<file path="src/inc/pcat_pkg.sv">
// Shared constants and types for the counter array timebase block.
package pcat_pkg;

    // ------------------------------------------------------------------
    // Register map and bus
    // ------------------------------------------------------------------
    localparam int ADDR_W = 8;
    localparam logic [ADDR_W-1:0] OFF_CNT_LO = 8'h00;
    localparam logic [ADDR_W-1:0] OFF_CNT_HI = 8'h04;
    localparam logic [ADDR_W-1:0] OFF_MODE = 8'h08;
    localparam logic [ADDR_W-1:0] OFF_STATUS = 8'h0C;
    localparam logic [ADDR_W-1:0] OFF_MASK = 8'h10;
    localparam logic [1:0] RESP_OKAY = 2'h0;
    localparam logic [1:0] RESP_SLVERR = 2'h2;

    // ------------------------------------------------------------------
    // Field layout and reset values
    // ------------------------------------------------------------------
    localparam int MODE_TB_LSB = 0;
    localparam int MODE_IDLE_BIT = 3;
    localparam int STAT_OVF_BIT = 0;
    localparam int MASK_OVF_BIT = 0;
    localparam logic [2:0] TB_RESET = 3'h0;

    // Timebase select codes.
    localparam logic [2:0] TB_DIV12 = 3'h0;
    localparam logic [2:0] TB_DIV4 = 3'h1;
    localparam logic [2:0] TB_T0 = 3'h2;
    localparam logic [2:0] TB_EXT_FALL = 3'h3;
    localparam logic [2:0] TB_SYS = 3'h4;
    localparam logic [2:0] TB_OSC8 = 3'h5;

    // Prescaler: counts 0..11, divide-by-4 taps every fourth state.
    localparam logic [3:0] PRESC_LAST = 4'hB;
    localparam logic [1:0] PRESC_Q4 = 2'h3;

    // ------------------------------------------------------------------
    // Bus carriers
    // ------------------------------------------------------------------
    typedef struct packed {
        logic awvalid;
        logic [ADDR_W-1:0] awaddr;
        logic wvalid;
        logic [31:0] wdata;
        logic [3:0] wstrb;
        logic bready;
        logic arvalid;
        logic [ADDR_W-1:0] araddr;
        logic rready;
    } pcat_axi_m2s_t;

    typedef struct packed {
        logic awready;
        logic wready;
        logic bvalid;
        logic [1:0] bresp;
        logic arready;
        logic rvalid;
        logic [31:0] rdata;
        logic [1:0] rresp;
    } pcat_axi_s2m_t;

endpackage

</file>
<file path="src/pcat_counter.sv">
// Counter array timebase: 16-bit counter, source select, AXI4-Lite slave.
//
// Implementation choices: register access over AXI4-Lite and the address map.
`timescale 1ns/1ns

// Behaviour
// - counter is 16 bits, two byte registers
// - low-byte read snapshots high byte for later
// - reads never disturb counting
// - codes 000, 001, 100 pick clock divisions
// - 010 counts timer0 overflows, 011 falling edges
// - 101 counts oscillator/8, 110/111 reserved
// - oscillator tick resynchronised to system clock
// - wrap from all ones sets overflow flag
// - interrupt only while overflow enable set
// - flag stays set until software clears
// - idle_suspend low keeps counting in idle
// - counter value goes to three modules
module pcat_counter
    import pcat_pkg::*;
#(
    parameter int CNT_W = 16,
    parameter int NUM_MODULES = 3
) (
    // Clock, enable and reset.
    input wire logic clk,
    input wire logic clk_en,
    input wire logic reset,
    // Register bus.
    input pcat_axi_m2s_t axi_m,
    output pcat_axi_s2m_t axi_s,
    // Count sources and processor state.
    input wire logic timer0_overflow,
    input wire logic external_count_input,
    input wire logic ext_osc_div8,
    input wire logic cpu_idle,
    // Counter value to the capture/compare modules, and interrupt.
    output logic [NUM_MODULES-1:0][CNT_W-1:0] counter_value,
    output logic irq
);

    // ------------------------------------------------------------------
    // State
    // ------------------------------------------------------------------
    typedef struct packed {
        logic [CNT_W-1:0] count;
        logic [7:0] snap;
        logic ovf_flag;
        logic [2:0] tb_sel;
        logic idle_susp;
        logic irq_en;
        logic [3:0] presc;
        logic pin_s1;
        logic pin_s2;
        logic pin_s3;
        logic osc_s1;
        logic osc_s2;
        logic osc_s3;
        logic aw_have;
        logic [ADDR_W-1:0] aw_addr;
        logic w_have;
        logic [31:0] wdata;
        logic [3:0] wstrb;
        logic awready;
        logic wready;
        logic bvalid;
        logic [1:0] bresp;
        logic arready;
        logic rvalid;
        logic [31:0] rdata;
        logic [1:0] rresp;
        logic irq;
    } pcat_state_t;

    pcat_state_t s_q;
    pcat_state_t s_d;

    logic run;
    logic presc_wrap;
    logic src_tick;
    logic tick;
    logic wr_fire;
    logic cnt_wr;
    logic rd_fire;
    logic lo_read;
    logic stat_read;
    logic ovf_set;
    logic [CNT_W-1:0] all_ones;

    // ------------------------------------------------------------------
    // Timebase selection
    // ------------------------------------------------------------------

    // Suspend only when both the processor idles and software asked for it.
    assign run = clk_en && !(s_q.idle_susp && cpu_idle);
    assign presc_wrap = (s_q.presc == PRESC_LAST);
    assign all_ones = '1;

    // Source tick picked from the select field; reserved codes never count.
    always_comb begin
        case (s_q.tb_sel)
            TB_DIV12: src_tick = presc_wrap;
            TB_DIV4: src_tick = (s_q.presc[1:0] == PRESC_Q4);
            TB_T0: src_tick = timer0_overflow;
            TB_EXT_FALL: src_tick = s_q.pin_s3 && !s_q.pin_s2;
            TB_SYS: src_tick = 1'b1;
            TB_OSC8: src_tick = s_q.osc_s2 && !s_q.osc_s3;
            default: src_tick = 1'b0;
        endcase
    end

    assign tick = run && src_tick;
    assign ovf_set = tick && (s_q.count == all_ones);

    // Bus strobes decoded from registered state and the live request.
    assign wr_fire = clk_en && s_q.aw_have && s_q.w_have && !s_q.bvalid;
    assign cnt_wr = wr_fire && s_q.wstrb[0] &&
        (s_q.aw_addr == OFF_CNT_LO || s_q.aw_addr == OFF_CNT_HI);
    assign rd_fire = clk_en && axi_m.arvalid && s_q.arready;
    assign lo_read = rd_fire && (axi_m.araddr == OFF_CNT_LO);
    assign stat_read = rd_fire && (axi_m.araddr == OFF_STATUS);

    // ------------------------------------------------------------------
    // Next state
    // ------------------------------------------------------------------

    // One process computes every next value; clk_en low freezes all of it.
    always_comb begin
        s_d = s_q;
        if (clk_en) begin
            // The synchronisers run even while counting is suspended.
            s_d.pin_s1 = external_count_input;
            s_d.pin_s2 = s_q.pin_s1;
            s_d.pin_s3 = s_q.pin_s2;
            s_d.osc_s1 = ext_osc_div8;
            s_d.osc_s2 = s_q.osc_s1;
            s_d.osc_s3 = s_q.osc_s2;

            // Prescaler stops with the counter so divided ticks stay even.
            if (run) begin
                if (presc_wrap) begin
                    s_d.presc = '0;
                end else begin
                    s_d.presc = s_q.presc + 4'h1;
                end
            end

            // Counting; reads leave this path untouched.
            if (tick) begin
                s_d.count = s_q.count + 1'b1;
            end

            // Write address and data are taken independently.
            if (axi_m.awvalid && s_q.awready) begin
                s_d.aw_have = 1'b1;
                s_d.aw_addr = axi_m.awaddr;
            end
            if (axi_m.wvalid && s_q.wready) begin
                s_d.w_have = 1'b1;
                s_d.wdata = axi_m.wdata;
                s_d.wstrb = axi_m.wstrb;
            end

            // Both halves present: apply the write and raise the response.
            if (wr_fire) begin
                s_d.aw_have = 1'b0;
                s_d.w_have = 1'b0;
                s_d.bvalid = 1'b1;
                s_d.bresp = RESP_OKAY;
                case (s_q.aw_addr)
                    OFF_CNT_LO: begin
                        if (s_q.wstrb[0]) begin
                            s_d.count[7:0] = s_q.wdata[7:0];
                        end
                    end
                    OFF_CNT_HI: begin
                        if (s_q.wstrb[0]) begin
                            s_d.count[CNT_W-1:8] = s_q.wdata[7:0];
                        end
                    end
                    OFF_MODE: begin
                        if (s_q.wstrb[0]) begin
                            s_d.tb_sel =
                                s_q.wdata[MODE_TB_LSB +: 3];
                            s_d.idle_susp = s_q.wdata[MODE_IDLE_BIT];
                        end
                    end
                    OFF_STATUS: begin
                        // Writing a one clears the flag; an overflow wins.
                        if (s_q.wstrb[0] && s_q.wdata[STAT_OVF_BIT]) begin
                            s_d.ovf_flag = 1'b0;
                        end
                    end
                    OFF_MASK: begin
                        if (s_q.wstrb[0]) begin
                            s_d.irq_en = s_q.wdata[MASK_OVF_BIT];
                        end
                    end
                    default: s_d.bresp = RESP_SLVERR;
                endcase
            end
            if (s_q.bvalid && axi_m.bready) begin
                s_d.bvalid = 1'b0;
            end

            // Reads answer one cycle after the address is taken.
            if (s_q.rvalid && axi_m.rready) begin
                s_d.rvalid = 1'b0;
            end
            if (rd_fire) begin
                s_d.rvalid = 1'b1;
                s_d.rresp = RESP_OKAY;
                s_d.rdata = '0;
                case (axi_m.araddr)
                    OFF_CNT_LO: begin
                        s_d.rdata[7:0] = s_q.count[7:0];
                        s_d.snap = s_q.count[CNT_W-1:8];
                    end
                    OFF_CNT_HI: s_d.rdata[7:0] = s_q.snap;
                    OFF_MODE: begin
                        s_d.rdata[MODE_TB_LSB +: 3] = s_q.tb_sel;
                        s_d.rdata[MODE_IDLE_BIT] = s_q.idle_susp;
                    end
                    OFF_STATUS: begin
                        s_d.rdata[STAT_OVF_BIT] = s_q.ovf_flag;
                        s_d.ovf_flag = 1'b0;
                    end
                    OFF_MASK: s_d.rdata[MASK_OVF_BIT] = s_q.irq_en;
                    default: s_d.rresp = RESP_SLVERR;
                endcase
            end

            // Overflow set comes last so it beats any clear this cycle.
            if (ovf_set) begin
                s_d.ovf_flag = 1'b1;
            end

            // Ready flags are registered so every bus output is a flop.
            s_d.awready = !s_d.aw_have && !s_d.bvalid;
            s_d.wready = !s_d.w_have && !s_d.bvalid;
            s_d.arready = !s_d.rvalid;
            s_d.irq = s_d.ovf_flag && s_d.irq_en;
        end
    end

    // ------------------------------------------------------------------
    // State register
    // ------------------------------------------------------------------

    // Synchronous reset clears everything, bus ready flags come up high.
    always_ff @(posedge clk) begin
        if (reset) begin
            s_q <= '0;
            s_q.tb_sel <= TB_RESET;
            s_q.awready <= 1'b1;
            s_q.wready <= 1'b1;
            s_q.arready <= 1'b1;
        end else begin
            s_q <= s_d;
        end
    end

    // ------------------------------------------------------------------
    // Outputs
    // ------------------------------------------------------------------

    // Every capture/compare module sees the same running count.
    for (genvar m = 0; m < NUM_MODULES; m++) begin : g_mod
        assign counter_value[m] = s_q.count;
    end

    assign irq = s_q.irq;
    assign axi_s.awready = s_q.awready;
    assign axi_s.wready = s_q.wready;
    assign axi_s.bvalid = s_q.bvalid;
    assign axi_s.bresp = s_q.bresp;
    assign axi_s.arready = s_q.arready;
    assign axi_s.rvalid = s_q.rvalid;
    assign axi_s.rdata = s_q.rdata;
    assign axi_s.rresp = s_q.rresp;
endmodule // pcat_counter
</file>
<file path="config.mk">
export PLATFORM = sky130hd
export DESIGN_NAME = pcat_counter
export DESIGN_NICKNAME = d
export VERILOG_FILES = /design/src/inc/pcat_pkg.sv /design/src/pcat_counter.sv
export SDC_FILE = /design/constraint.sdc
export NUM_CORES = 1
export LEC_CHECK = 0
export BUFFER_PORTS_ARGS = -buffer_cell sky130_fd_sc_hd__buf_4
export CAP_MARGIN = 20
export CORE_MARGIN = 3
export CORE_UTILIZATION = 45
export DETAILED_ROUTE_END_ITERATION = 8
export GPL_TIMING_DRIVEN = 1
export PLACE_DENSITY = 0.76
export SETUP_SLACK_MARGIN = 0.3
export SLEW_MARGIN = 20
export SYNTH_ARGS = -nofsm -noshare
export SYNTH_HDL_FRONTEND = slang
export SYNTH_SLANG_ARGS = --single-unit
export TNS_END_PERCENT = 30
</file>
<file path="constraint.sdc">
create_clock -name clk -period 1.85 [get_ports clk]
set_input_delay 0.0925 -clock clk [delete_from_list [all_inputs] [get_ports clk]]
set_output_delay 0.0925 -clock clk [all_outputs]
set_load 0.05 [all_outputs]
</file>
==> metrics <==
status=finished with violations; failing checks=setup timing; fillers=724; Cell Area, Placed=approximately 4600 µm²; final WL=10200 µm; Netlist cell types=52; RSZ-0062 raised after global routing=true; Hold Vio Cnt, Final=0; Post-synth top cells=89 x buf_4, 75 x dfxtp_1, 75 x nand2_1, 43 x nor2_1, 40 x a21oi_1; DRC=0; maximum capacitance violations=0; synthesized area=4020 µm²; Pwr Total=3.38 mW; All-Layer GR Usage=0.200; Die ar.=slightly above 10000 µm²; vias in the first global route=around 3300; Core Area=between 8000 and 9000 µm²; final net count=646; peak supply drop=0.000445 V; top-count cell post-synth=buf_4; FP Rows=33; HPWL after DPL=7260 µm; htree depth=3; Met2 Wirelength=4920 µm; WHS=between 0.04 and 0.05 ns; via count=between 3000 and 4000; total internal power=~2.4 mW; register area share after synthesis=0.374; largest net degree at the start of global routing=40; top cell type by total area after synthesis=dfxtp_1; Logic pwr share=0.132; pre-CTS WS=-0.000649 ns; Die Ht=100 µm; number of synthesized flops with an enable pin=0; CTS tree=done; io pins=154; Initial Utilization=0.477; Remaining Overflow, GRT=0; final setup fails=6; deepest clock path buffer count=2; total CTS buffers=9; Pleak=2.19 nW; utilization after layout=0.607; area delta synth->final=27.3%; sequential cell fraction of total power=0.499; sequential cell area=1510 µm²; Clk pin slew, worst setup/hold paths=0.08 ns; vias per cell=5.26; Final Max Slew Viols=0; TritonCTS Sinks=75; met3 WL post-DR=754 µm; RD Place Congestion=around 0.84; diode count=0; Arr. time, crit path=2.23 ns; CP Class=reg -> reg; Post-Syn Instances=491; switch share=0.279; worst setup margin=-0.0815 ns; synth warn=0; Buffers on Ports=100; chip width=100 µm; Synth Register Bits=75; Cell Pwr Density=~660 nW/µm²; Top FF cell, synth=dfxtp_1; async set or reset register ratio after synthesis=0; max frequency=between 0.5 and 0.6 GHz; area of the multi-input gates=1970 µm²; maximum fanout along the worst path=6; Hold WC Path Type=in -> reg; Detail Route Antenna Nets=0; share of cells above drive strength 1=0.349; ranking of synthesized cells by area=dfxtp_1 37%, buf_4 17%, nand2_1 7.0%; Clock Latency Late Sink=0.36 ns; Worst Setup End Kind=flop; Synth Area per Inst=approximately 8.2 µm²; Final Critical Period=1.93 ns; Clock Power Share=0.369; cell area after layout=5110 µm²; DR pass1 iterations=4; Worst Skew=0.00380 ns; Routed WL per cell=approximately 15 µm; Clock Root Buffer=clkbuf_8; first-pass GRT wire length=around 16000 µm; CP Launch Type=flop; share of the synthesized area in the top cell type=0.374; initial drt markers=176; initial antenna violation count=0; DR top layer=met4; Req. time, crit path=2.15 ns; Final period util=1.04; Net Sw Power=943 µW; Metal-1 WL=4320 µm
==> per-stage QoR <==
| step | TNS, ns | std cells |
|---|---|---|
| final | -0.248 | 690 |
| after global routing | -1.42 | 690 |
| after CTS | -0.0145 | 689 |
| after detailed placement | -0.000649 | 653 |
| after global placement | 0 | 653 |
| after floorplan | 0 | 516 |
==> flip-flops by register name, summed over array words and instances (netlist names) <==
signal and flops:
counter_value 16, s_q 43, axi_s 15, irq 1
==> power by group through the flow <==
stage	logic, mW	clock network, mW	registers [mW]
2_1_floorplan	0.336	0	1.71
3_3_place_gp	0.398	0	1.72
3_5_place_dp	0.405	0	1.72
4_1_cts	0.441	1.27	1.68
5_1_grt	0.483	1.33	1.69
6_report	0.446	1.25	1.69
==> logic make-up after synthesis <==
group,synth area share
simple gates,0.190
flops,0.374
fa+ha+maj,0.00623
compound gates,0.169
other cells,0.000933
xor+xnor,0.0196
buf+inv,0.192
mux,0.0492
==> placed cells by master (no fill, tap or decap), types with 8 or more instances in the layout <==
| cell type | netlist | final |
|---|---|---|
| dfxtp_2 | 0 | 9 |
| o21ai_0 | 9 | 9 |
| mux2i_1 | 13 | 12 |
| nand3_1 | 20 | 14 |
| nor2_1 | 43 | 42 |
| conb_1 | 1 | 26 |
| a22oi_1 | 8 | 8 |
| dlygate4sd3_1 | 0 | 19 |
| nand2_1 | 75 | 73 |
| a211oi_1 | 16 | 12 |
| a21oi_1 | 40 | 40 |
| buf_4 | 89 | 139 |
| dfxtp_1 | 75 | 66 |
| clkbuf_8 | 0 | 13 |
==> routing by layer <==
metal  vias to the layer above  global-route usage
met2                       134               0.326
met5                         -                   0
met4                         0              0.0684
li1                       1750                   -
met3                        14              0.0540
met1                      1731               0.255
==> worst max-delay path: stages, from the launching register on <==
cell      delay [ns]
dfxtp_2         0.33
a21bo_2         0.19
a311o_2         0.38
a211oi_2        0.26
buf_4           0.19
and2_4          0.15
a31o_1          0.21
nor2b_1         0.15
==> repair_timing <==
item,4_1_cts,5_1_grt
resized for setup,10,20
gates cloned,0,0
endpoints found under the hold margin,19,0
pin swaps,14,9
hold buffers,19,0
buffers inserted,1,1
setup endpoints to repair,22,34
==> area by class of cell <==
class / instances / area share
Multi-Input combinational cell: 325 / 0.386
Sequential cell: 75 / 0.296
Timing Repair Buffer: 161 / 0.248
Clock buffer: 13 / 0.0350
Tap cell: 105 / 0.0257
Inverter: 8 / 0.00587
Clock inverter: 3 / 0.00391
==> path summary, 6_finish.rpt <==
check | from | to | depth (start not counted) | slack, ns
min reg2reg | s_q[110] | s_q[110] | 2 | 0.46
max reg2reg | s_q[99] | s_q[103] | 7 | -0.08
max | s_q[99] | s_q[103] | 7 | -0.08
min | axi_m[2] | axi_s[2] | 4 | 0.05
Power figures use the tool's default switching activity.
